[src/lcdm_pkg.sv]
/*
  Constants shared by the display mode control block: register
  indices and byte addresses, field positions, reset values and codes.
  Assumes a 32-bit AXI4-Lite register bus with one register per word.
*/
package lcdm_pkg;
  // Register indices; byte address is four times the index
  localparam int         LCDM_FMT_IDX    = 2;
  localparam int         LCDM_PWR_IDX    = 3;
  localparam logic [7:0] LCDM_FMT_ADDR   = 8'(LCDM_FMT_IDX * 4);
  localparam logic [7:0] LCDM_PWR_ADDR   = 8'(LCDM_PWR_IDX * 4);

  // Display format control fields
  localparam int         LCDM_BPP_LO     = 6;
  localparam int         LCDM_HPERF      = 5;
  localparam int         LCDM_CLK_HALF   = 4;
  localparam int         LCDM_BLANK      = 3;
  localparam int         LCDM_FRAME_REP  = 2;
  localparam int         LCDM_HW_INV     = 1;
  localparam int         LCDM_SW_INV     = 0;

  // Power control fields
  localparam int         LCDM_PWR_OVR    = 3;
  localparam int         LCDM_HW_PS_EN   = 2;
  localparam int         LCDM_SW_PS_LO   = 0;

  // Reset values and implemented-bit masks
  localparam logic [7:0] LCDM_FMT_RST    = 8'h00;
  localparam logic [7:0] LCDM_PWR_RST    = 8'h00;
  localparam logic [7:0] LCDM_PWR_MASK   = 8'h0F;

  // Codes
  localparam logic [1:0] LCDM_BPP_8      = 2'h3;
  localparam logic [1:0] LCDM_SWPS_SAVE  = 2'h0;
  localparam logic [1:0] LCDM_SWPS_RUN   = 2'h3;
  localparam logic [17:0] LCDM_FRAME_MAX = 18'h3FFFF;
  localparam logic [1:0] LCDM_RESP_OKAY  = 2'h0;
  localparam logic [1:0] LCDM_RESP_SLVERR = 2'h2;
endpackage

[src/lcdm_tick_div.sv]
/*
  Tick divider: passes one in every 2**div_sel input ticks.
  Assumes tick_in is a one-cycle strobe in the core clock domain.
*/
`timescale 1ns/1ps
module lcdm_tick_div #(
  parameter int SEL_W = 2
) (
  input  wire logic             core_clk,
  input  wire logic             rst_b,
  input  wire logic             tick_in,
  input  wire logic [SEL_W-1:0] div_sel,
  output logic                  tick_out
);
  localparam int CNT_W = (1 << SEL_W) - 1;

  logic [CNT_W-1:0] cnt_ff;
  logic [CNT_W-1:0] nxt_cnt;
  logic [CNT_W-1:0] mask;

  generate
    if (SEL_W < 1 || SEL_W > 3)
    begin : g_chk
      $error("lcdm_tick_div: SEL_W must be 1 to 3");
    end
  endgenerate

  always_comb
  begin
    mask     = CNT_W'((1 << div_sel) - 1);
    tick_out = tick_in && ((cnt_ff & mask) == mask);
    nxt_cnt  = tick_in ? cnt_ff + 1'b1 : cnt_ff;
  end

  // Free-running count; a new ratio takes effect at once, so the first gap may be short
  always_ff @(posedge core_clk or negedge rst_b)
  begin
    if (!rst_b)
      cnt_ff <= '0;
    else
      cnt_ff <= nxt_cnt;
  end
endmodule

[src/lcdm_mode_ctrl.sv]
/*
  Display mode control: format and power control registers on an
  AXI4-Lite slave, clock tick generation, inversion/blank pixel stage,
  frame repeat counter and pin muxing of pixel bit eleven and io zero.
  Assumes core_clk is the input clock and all inputs are synchronous.
*/
// Function
// - The two-bit depth field selects 1, 2, 4 or 8 bits per pixel, with code 11 reserved on mono panels.
// - With high performance off, memory ticks are pixel ticks divided by 8, 4, 2 or 1 for 1, 2, 4, 8 bpp.
// - With high performance on, memory ticks equal pixel ticks at every depth.
// - In rotated view the high performance bit is ignored and the rotated clock selection is used.
// - The divide bit makes the operating clock the input clock or half of it.
// - In landscape the pixel clock equals the operating clock.
// - The blank bit drives all panel pixel lines low.
// - With frame repeat on, an 18-bit frame counter wraps at 3FFFFh and restarts the pattern.
// - In passive modes pixel bit eleven is the invert input when hardware invert is on, else io four.
// - The software invert bit selects inverse video.
// - On passive panels, hardware invert enable hands the inversion choice from the software bit to pixel bit eleven.
// - Inversion is applied to pixel data after the look-up table.
// - With override set, power goes off and interface signals go low on entering power save.
// - Hardware power save enable turns io zero into an active-high power save input.
// - Software power save code 00 selects power save and 11 normal operation.
`timescale 1ns/1ps
module lcdm_mode_ctrl
  import lcdm_pkg::*;
#(
  parameter int ADDR_W = 8
) (
  input  wire logic          core_clk,
  input  wire logic          rst_b,
  // AXI4-Lite slave
  input  wire logic [ADDR_W-1:0] s_axi_awaddr,
  input  wire logic          s_axi_awvalid,
  output logic               s_axi_awready,
  input  wire logic [31:0]   s_axi_wdata,
  input  wire logic [3:0]    s_axi_wstrb,
  input  wire logic          s_axi_wvalid,
  output logic               s_axi_wready,
  output logic [1:0]         s_axi_bresp,
  output logic               s_axi_bvalid,
  input  wire logic          s_axi_bready,
  input  wire logic [ADDR_W-1:0] s_axi_araddr,
  input  wire logic          s_axi_arvalid,
  output logic               s_axi_arready,
  output logic [31:0]        s_axi_rdata,
  output logic [1:0]         s_axi_rresp,
  output logic               s_axi_rvalid,
  input  wire logic          s_axi_rready,
  // Panel and mode context
  input  wire logic          color_panel,
  input  wire logic          active_panel,
  input  wire logic          rotated_view,
  input  wire logic          rotated_mem_tick,
  output logic [1:0]         bpp_code,
  output logic [3:0]         bits_per_pixel,
  output logic               depth_reserved,
  output logic               op_clk_tick,
  output logic               pixel_clk_tick,
  output logic               mem_clk_tick,
  // Pixel path
  input  wire logic [11:0]   lut_pixel,
  output logic [10:0]        panel_pixel_lines,
  input  wire logic          panel_pixel_bit_eleven_in,
  output logic               panel_pixel_bit_eleven_out,
  output logic               panel_pixel_bit_eleven_oe,
  input  wire logic          general_io_four_out_req,
  input  wire logic          general_io_four_oe_req,
  output logic               general_io_four_in,
  output logic               video_invert,
  // Frame repeat
  input  wire logic          frame_start,
  output logic [17:0]        frame_count,
  output logic               pattern_restart,
  // Power
  input  wire logic          general_io_zero_in,
  output logic               general_io_zero_out,
  output logic               general_io_zero_oe,
  input  wire logic          general_io_zero_out_req,
  input  wire logic          general_io_zero_oe_req,
  input  wire logic          seq_power_on,
  output logic               power_save,
  output logic               panel_power_out,
  output logic               panel_if_force_low
);
  import lcdm_pkg::*;

  generate
    if (ADDR_W < 4)
    begin : g_chk
      $error("lcdm_mode_ctrl: ADDR_W must be at least 4");
    end
  endgenerate

  // 2'b01 format register, 2'b10 power register, 2'b00 unmapped
  function automatic logic [1:0] reg_hit(input logic [ADDR_W-1:0] addr);
    reg_hit = {addr == ADDR_W'(LCDM_PWR_ADDR), addr == ADDR_W'(LCDM_FMT_ADDR)};
  endfunction

  // Depth code to log2 of bits per pixel
  function automatic logic [1:0] bpp_log2(input logic [1:0] code);
    bpp_log2 = code;
  endfunction

  ////////////////////////////////////////////////////////////////////////////
  // AXI4-Lite slave and registers

  logic [7:0]        fmt_ff, nxt_fmt;
  logic [7:0]        pwr_ff, nxt_pwr;
  logic              aw_hold_ff, nxt_aw_hold;
  logic              w_hold_ff, nxt_w_hold;
  logic [ADDR_W-1:0] waddr_ff, nxt_waddr;
  logic [7:0]        wdata_ff, nxt_wdata;
  logic              wstrb_ff, nxt_wstrb;
  logic              bvalid_ff, nxt_bvalid;
  logic [1:0]        bresp_ff, nxt_bresp;
  logic              rvalid_ff, nxt_rvalid;
  logic [1:0]        rresp_ff, nxt_rresp;
  logic [31:0]       rdata_ff, nxt_rdata;
  logic [1:0]        whit, rhit;

  assign s_axi_awready = !aw_hold_ff && !bvalid_ff;
  assign s_axi_wready  = !w_hold_ff && !bvalid_ff;
  assign s_axi_arready = !rvalid_ff;
  assign s_axi_bvalid  = bvalid_ff;
  assign s_axi_bresp   = bresp_ff;
  assign s_axi_rvalid  = rvalid_ff;
  assign s_axi_rresp   = rresp_ff;
  assign s_axi_rdata   = rdata_ff;

  always_comb
  begin
    nxt_aw_hold = aw_hold_ff;
    nxt_w_hold  = w_hold_ff;
    nxt_waddr   = waddr_ff;
    nxt_wdata   = wdata_ff;
    nxt_wstrb   = wstrb_ff;
    nxt_bvalid  = bvalid_ff && !s_axi_bready;
    nxt_bresp   = bresp_ff;
    nxt_fmt     = fmt_ff;
    nxt_pwr     = pwr_ff;
    whit        = reg_hit(waddr_ff);
    if (s_axi_awvalid && s_axi_awready)
    begin
      nxt_aw_hold = 1'b1;
      nxt_waddr   = s_axi_awaddr;
    end
    if (s_axi_wvalid && s_axi_wready)
    begin
      nxt_w_hold = 1'b1;
      nxt_wdata  = s_axi_wdata[7:0];
      nxt_wstrb  = s_axi_wstrb[0];
    end
    // Both halves held: commit and answer in one step
    if (aw_hold_ff && w_hold_ff)
    begin
      nxt_aw_hold = 1'b0;
      nxt_w_hold  = 1'b0;
      nxt_bvalid  = 1'b1;
      nxt_bresp   = (whit != 2'b00) ? LCDM_RESP_OKAY : LCDM_RESP_SLVERR;
      if (wstrb_ff && whit[0])
        nxt_fmt = wdata_ff;
      if (wstrb_ff && whit[1])
        nxt_pwr = wdata_ff & LCDM_PWR_MASK;
    end
  end

  always_comb
  begin
    nxt_rvalid = rvalid_ff && !s_axi_rready;
    nxt_rresp  = rresp_ff;
    nxt_rdata  = rdata_ff;
    rhit       = reg_hit(s_axi_araddr);
    if (s_axi_arvalid && s_axi_arready)
    begin
      nxt_rvalid = 1'b1;
      nxt_rresp  = (rhit != 2'b00) ? LCDM_RESP_OKAY : LCDM_RESP_SLVERR;
      nxt_rdata  = rhit[0] ? {24'h000000, fmt_ff} : rhit[1] ? {24'h000000, pwr_ff} : 32'h00000000;
    end
  end

  always_ff @(posedge core_clk or negedge rst_b)
  begin
    if (!rst_b)
    begin
      fmt_ff     <= LCDM_FMT_RST;
      pwr_ff     <= LCDM_PWR_RST;
      aw_hold_ff <= 1'b0;
      w_hold_ff  <= 1'b0;
      waddr_ff   <= '0;
      wdata_ff   <= 8'h00;
      wstrb_ff   <= 1'b0;
      bvalid_ff  <= 1'b0;
      bresp_ff   <= LCDM_RESP_OKAY;
      rvalid_ff  <= 1'b0;
      rresp_ff   <= LCDM_RESP_OKAY;
      rdata_ff   <= 32'h00000000;
    end
    else
    begin
      fmt_ff     <= nxt_fmt;
      pwr_ff     <= nxt_pwr;
      aw_hold_ff <= nxt_aw_hold;
      w_hold_ff  <= nxt_w_hold;
      waddr_ff   <= nxt_waddr;
      wdata_ff   <= nxt_wdata;
      wstrb_ff   <= nxt_wstrb;
      bvalid_ff  <= nxt_bvalid;
      bresp_ff   <= nxt_bresp;
      rvalid_ff  <= nxt_rvalid;
      rresp_ff   <= nxt_rresp;
      rdata_ff   <= nxt_rdata;
    end
  end

  ////////////////////////////////////////////////////////////////////////////
  // Depth decode and clock ticks

  logic       high_perf;
  logic       clk_half;
  logic [1:0] mem_div_sel;
  logic       mem_div_tick;

  assign bpp_code       = fmt_ff[LCDM_BPP_LO +: 2];
  assign bits_per_pixel = 4'(1 << bpp_log2(bpp_code));
  assign depth_reserved = !color_panel && (bpp_code == LCDM_BPP_8);
  assign high_perf      = fmt_ff[LCDM_HPERF];
  assign clk_half       = fmt_ff[LCDM_CLK_HALF];
  // Narrow depths need fewer memory fetches per pixel; divide to save power
  assign mem_div_sel    = high_perf ? 2'h0 : 2'(2'h3 - bpp_log2(bpp_code));

  lcdm_tick_div #(.SEL_W(1)) u_op_div (
    .core_clk (core_clk),
    .rst_b    (rst_b),
    .tick_in  (1'b1),
    .div_sel  (clk_half),
    .tick_out (op_clk_tick)
  );

  assign pixel_clk_tick = op_clk_tick;

  lcdm_tick_div #(.SEL_W(2)) u_mem_div (
    .core_clk (core_clk),
    .rst_b    (rst_b),
    .tick_in  (pixel_clk_tick),
    .div_sel  (mem_div_sel),
    .tick_out (mem_div_tick)
  );

  assign mem_clk_tick = rotated_view ? rotated_mem_tick : mem_div_tick;

  ////////////////////////////////////////////////////////////////////////////
  // Power control and io zero

  logic hw_ps;

  assign hw_ps               = pwr_ff[LCDM_HW_PS_EN] && general_io_zero_in;
  assign general_io_zero_oe  = !pwr_ff[LCDM_HW_PS_EN] && general_io_zero_oe_req;
  assign general_io_zero_out = general_io_zero_out_req;
  assign power_save          = (pwr_ff[LCDM_SW_PS_LO +: 2] == LCDM_SWPS_SAVE) || hw_ps;
  assign panel_if_force_low  = pwr_ff[LCDM_PWR_OVR] && power_save;
  assign panel_power_out     = seq_power_on && !panel_if_force_low;

  ////////////////////////////////////////////////////////////////////////////
  // Pixel path

  logic        passive_hw_inv;
  logic [11:0] pix_ff, nxt_pix;

  assign passive_hw_inv = !active_panel && fmt_ff[LCDM_HW_INV];
  assign video_invert   = passive_hw_inv ? panel_pixel_bit_eleven_in : fmt_ff[LCDM_SW_INV];
  assign general_io_four_in = panel_pixel_bit_eleven_in;

  always_comb
  begin
    nxt_pix = lut_pixel ^ {12{video_invert}};
    if (fmt_ff[LCDM_BLANK] || panel_if_force_low)
      nxt_pix = 12'h000;
  end

  always_ff @(posedge core_clk or negedge rst_b)
  begin
    if (!rst_b)
      pix_ff <= 12'h000;
    else
      pix_ff <= nxt_pix;
  end

  assign panel_pixel_lines = pix_ff[10:0];
  // Bit eleven: pixel data on active panels, invert input or io four on passive
  assign panel_pixel_bit_eleven_oe  = active_panel || (!fmt_ff[LCDM_HW_INV] && general_io_four_oe_req);
  assign panel_pixel_bit_eleven_out = active_panel ? pix_ff[11] : general_io_four_out_req;

  ////////////////////////////////////////////////////////////////////////////
  // Frame repeat counter

  logic [17:0] frame_ff, nxt_frame;
  logic        restart_ff, nxt_restart;

  always_comb
  begin
    nxt_frame   = frame_ff;
    nxt_restart = 1'b0;
    if (frame_start)
    begin
      nxt_frame = 18'(frame_ff + 1'b1);
      // Wrap is silent while repeat is off, so the pattern never restarts
      nxt_restart = fmt_ff[LCDM_FRAME_REP] && (frame_ff == LCDM_FRAME_MAX);
    end
  end

  always_ff @(posedge core_clk or negedge rst_b)
  begin
    if (!rst_b)
    begin
      frame_ff   <= 18'h00000;
      restart_ff <= 1'b0;
    end
    else
    begin
      frame_ff   <= nxt_frame;
      restart_ff <= nxt_restart;
    end
  end

  assign frame_count     = frame_ff;
  assign pattern_restart = restart_ff;

  ////////////////////////////////////////////////////////////////////////////
  // Assertions

  logic [3:0] pix_gap_ff;
  logic       gap_ok_ff;

  always_ff @(posedge core_clk or negedge rst_b)
  begin
    if (!rst_b)
    begin
      pix_gap_ff <= 4'h0;
      gap_ok_ff  <= 1'b0;
    end
    else
    begin
      pix_gap_ff <= mem_clk_tick ? 4'h0 : 4'(pix_gap_ff + pixel_clk_tick);
      gap_ok_ff  <= (nxt_fmt == fmt_ff) && !rotated_view && (gap_ok_ff || mem_clk_tick);
    end
  end
endmodule

[config.mk]
export PLATFORM = sky130hd
export DESIGN_NAME = lcdm_mode_ctrl
export DESIGN_NICKNAME = d
export VERILOG_FILES = /design/src/lcdm_pkg.sv /design/src/lcdm_tick_div.sv /design/src/lcdm_mode_ctrl.sv
export SDC_FILE = /design/constraint.sdc
export NUM_CORES = 1
export LEC_CHECK = 0
export BUFFER_PORTS_ARGS = -buffer_cell sky130_fd_sc_hd__buf_2
export CORE_MARGIN = 1.5
export CORE_UTILIZATION = 46
export DETAILED_ROUTE_END_ITERATION = 6
export PLACE_DENSITY_LB_ADDON = 0.12
export RECOVER_POWER = 25
export SETUP_SLACK_MARGIN = 0.5
export SLEW_MARGIN = 15
export SYNTH_ARGS = -nofsm -noshare
export SYNTH_HDL_FRONTEND = slang
export SYNTH_SLANG_ARGS = --single-unit
export TNS_END_PERCENT = 5
[constraint.sdc]
create_clock -name core_clk -period 1.94 [get_ports core_clk]
set_input_delay 0.194 -clock core_clk [delete_from_list [all_inputs] [get_ports core_clk]]
set_output_delay 0.194 -clock core_clk [all_outputs]
set_load 0.03 [all_outputs]
==> flow_summary.toml <==
[global_routing]
grt_antenna_before_repair = 0
grt_pass1_wl_um = 10700
grt_usage_pct = 16.4
grt_pass1_vias = 2358
grt_start_max_net_pins = 44
grt.overflow.total = 0

[logic_synthesis]
synth_async_sr_flop_share_pct = 100
synth_area_leaders = "dfrtp_1 (55%), mux2_2 (9.6%), buf_4 (8.9%), xor2_1 (4.2%), xnor2_1 (3.5%)"
synth_edf_count = 0
ys_ff_latch = 78
synthFlopType = "dfrtp_1"
synth_area_leader_cell = "dfrtp_1"
avgSynthCellArea_um2 = 11.8
yosysSeqAreaShare_pct = 55.2
synthCells = 300
syn_area_um2 = 3540
yosysWarnings = 0
yosysTopAreaCellShare_pct = 55.2
ys_types = 31

[floorplanning]
dieWidth_um = 90.7
core_area_um2 = 7330
std_cell_rows = 31
fp.dieH_um = 90.7
io_pins = 173
initial_core_util_pct = 48.2
dieArea_um2 = 8220

[run]
cap_violations = 0

[critical_path]
endpoint_kind = "flip-flop"
path_max_fanout = 9
critPathKind = "flip-flop to flip-flop"
arrival_ns = 1.96
required_ns = 2.16
critical_path.startpoint_type = "flip-flop"

[placement]
numPortBuffers = 117
gp_congestion = 0.705
place_hpwl_um = 4730

[routing]
wl_per_cell_um = 12.2
drt-total-wl_um = 6330
dr_total_vias = 2395
vias_per_cell = 4.63
drt_iter0_drc = 77
drtAntennaViolNets = 0
drc_errors = 0
first_pass_iters = 4

[finish]
final_nets = 498
drive_above_1_share_pct = 41.4
final_core_util_pct = 59.3
n_antenna_cell = 0
syn_to_final_growth_pct = 23.0
final_cell_mix = "buf_2 (115), dfrtp_1 (76), mux2_2 (29), conb_1 (26), nand2_1 (22)"
final_common_cell = "buf_2"

[sta]
tns_ns = 0
clock_skew_ns = 0.00763
finalSetupViolCount = 0
fmax_mhz = 575
fin_crit_ns = 1.74
maxSlewViolCount = 0
max_slew_margin_pct = 40.3
worstMarginPinSlew_ns = 0.896
hold_viol = 0
rsz0062_at_grt = "yes"
finalCritPeriodShare_pct = 89.7

[clock_tree]
numCtsBuffers = 9
clock_path_buffers = 2
clock-root-buffer = "clkbuf_8"
clkSinkCount = 78
htreeDepth = 3
cts_tree = "done"
clkTransAtPathRegs_ns = 0.07
clk_latency_ns = 0.34

[power]
p_leak_nw = 2.23
p_per_area_nw_per_um2 = 1240
ir_drop_uv = 826
finalPower_mw = 5.40

[worst_hold_path]
hold_class = "primary input to flip-flop"

[outcome]
status = "finished, final reports clean"
worst max-delay path, stage by stage (launching register included):
cell	delay, ns
dfrtp_1	0.38
or4_4	0.57
nor4_4	0.16
buf_6	0.18
mux2_2	0.34
what timing repair did:
item,CTS,global route
gates resized for setup,2,0
hold buffers,1,0
endpoints found under the setup margin,33,39
hold endpoints to repair,35,0
buffers inserted,1,0
logic make-up after synthesis:
family                   after synthesis  share of synthesized area (%)
adder cells (fa/ha/maj)                2                          0.708
flip-flops                            78                           55.2
AO/OA/AOI/OAI                         23                           4.14
XOR/XNOR                              31                           7.68
buffers and inverters                 55                           10.3
other                                  1                          0.106
multiplexers                          35                           11.0
AND/OR/NAND/NOR                       75                           10.9
report_power, final:
group	internal, mW	switching, mW	leakage, nW
clock	0.927	0.544	0.124
combinational	0.635	0.942	1.13
sequential	2.04	0.314	0.982
total	3.60	1.80	2.23
layer usage:
| metal | GRT usage (%) | routed length, um | up-vias |
|---|---|---|---|
| li1 | - | - | 1156 |
| met3 | 3.96 | 445 | 13 |
| met4 | 8.33 | 135 | 0 |
| met1 | 21.0 | 2830 | 1138 |
| met2 | 26.1 | 2920 | 88 |
| met5 | 0 | 0 | - |
state kept, by name, indices dropped and copies added, names as in the netlist:
| register | count |
|---|---|
| frame_count | 18 |
| pix_ff | 12 |
| fmt_ff | 8 |
| s_axi_rdata | 8 |
| waddr_ff | 8 |
| wdata_ff | 8 |
| pwr_ff | 4 |
| u_mem_div.cnt_ff | 3 |
| aw_hold_ff | 1 |
| pattern_restart | 1 |
| s_axi_bresp | 1 |
| s_axi_bvalid | 1 |
| s_axi_rresp | 1 |
| s_axi_rvalid | 1 |
| u_op_div.cnt_ff | 1 |
| w_hold_ff | 1 |
| wstrb_ff | 1 |
area by class of cell:
cell class / count / area (um^2)
Inverter: 8 / 30.0
Fill cell: 661 / 2980
Clock buffer: 13 / 159
Clock inverter: 3 / 90.1
Tap cell: 99 / 124
Sequential cell: 78 / 1950
Timing Repair Buffer: 124 / 656
Multi-Input combinational cell: 192 / 1340
synth_stat cells (5+ instances only):
| master | instances |
|---|---|
| buf_4 | 42 |
| o21ai_0 | 13 |
| inv_1 | 8 |
| xor2_1 | 17 |
| dfrtp_1 | 78 |
| nand4_1 | 6 |
| nand2_1 | 22 |
| mux2_2 | 30 |
| mux2i_1 | 5 |
| nor2_1 | 21 |
| nor2b_1 | 5 |
| xnor2_1 | 14 |
through the flow:
step	cell area (um^2)	cells	hold WS, ns	worst slack [ns]
6_report	4350	517	0.0255	0.200
2_1_floorplan	3670	325	-0.102	0.172
3_5_place_dp	4080	499	0.184	0.168
3_3_place_gp	4080	499	0.189	0.192
4_1_cts	4360	517	0.00844	0.180
5_1_grt	4350	517	0.0343	0.126
path summary, 6_finish.rpt:
path | startpoint | end | slack (ns) | cells past startpoint
max | waddr_ff[5] | fmt_ff[5] | 0.20 | 4
min reg2reg | u_op_div.cnt_ff | u_op_div.cnt_ff | 0.41 | 1
min | s_axi_bready | s_axi_bvalid | 0.03 | 2
max reg2reg | waddr_ff[5] | fmt_ff[5] | 0.20 | 4
max in group asynchronous | rst_b | fmt_ff[6] | 0.69 | 3
min in group asynchronous | rst_b | u_mem_div.cnt_ff[0] | 0.51 | 2
(Power assumes the default switching activity.)
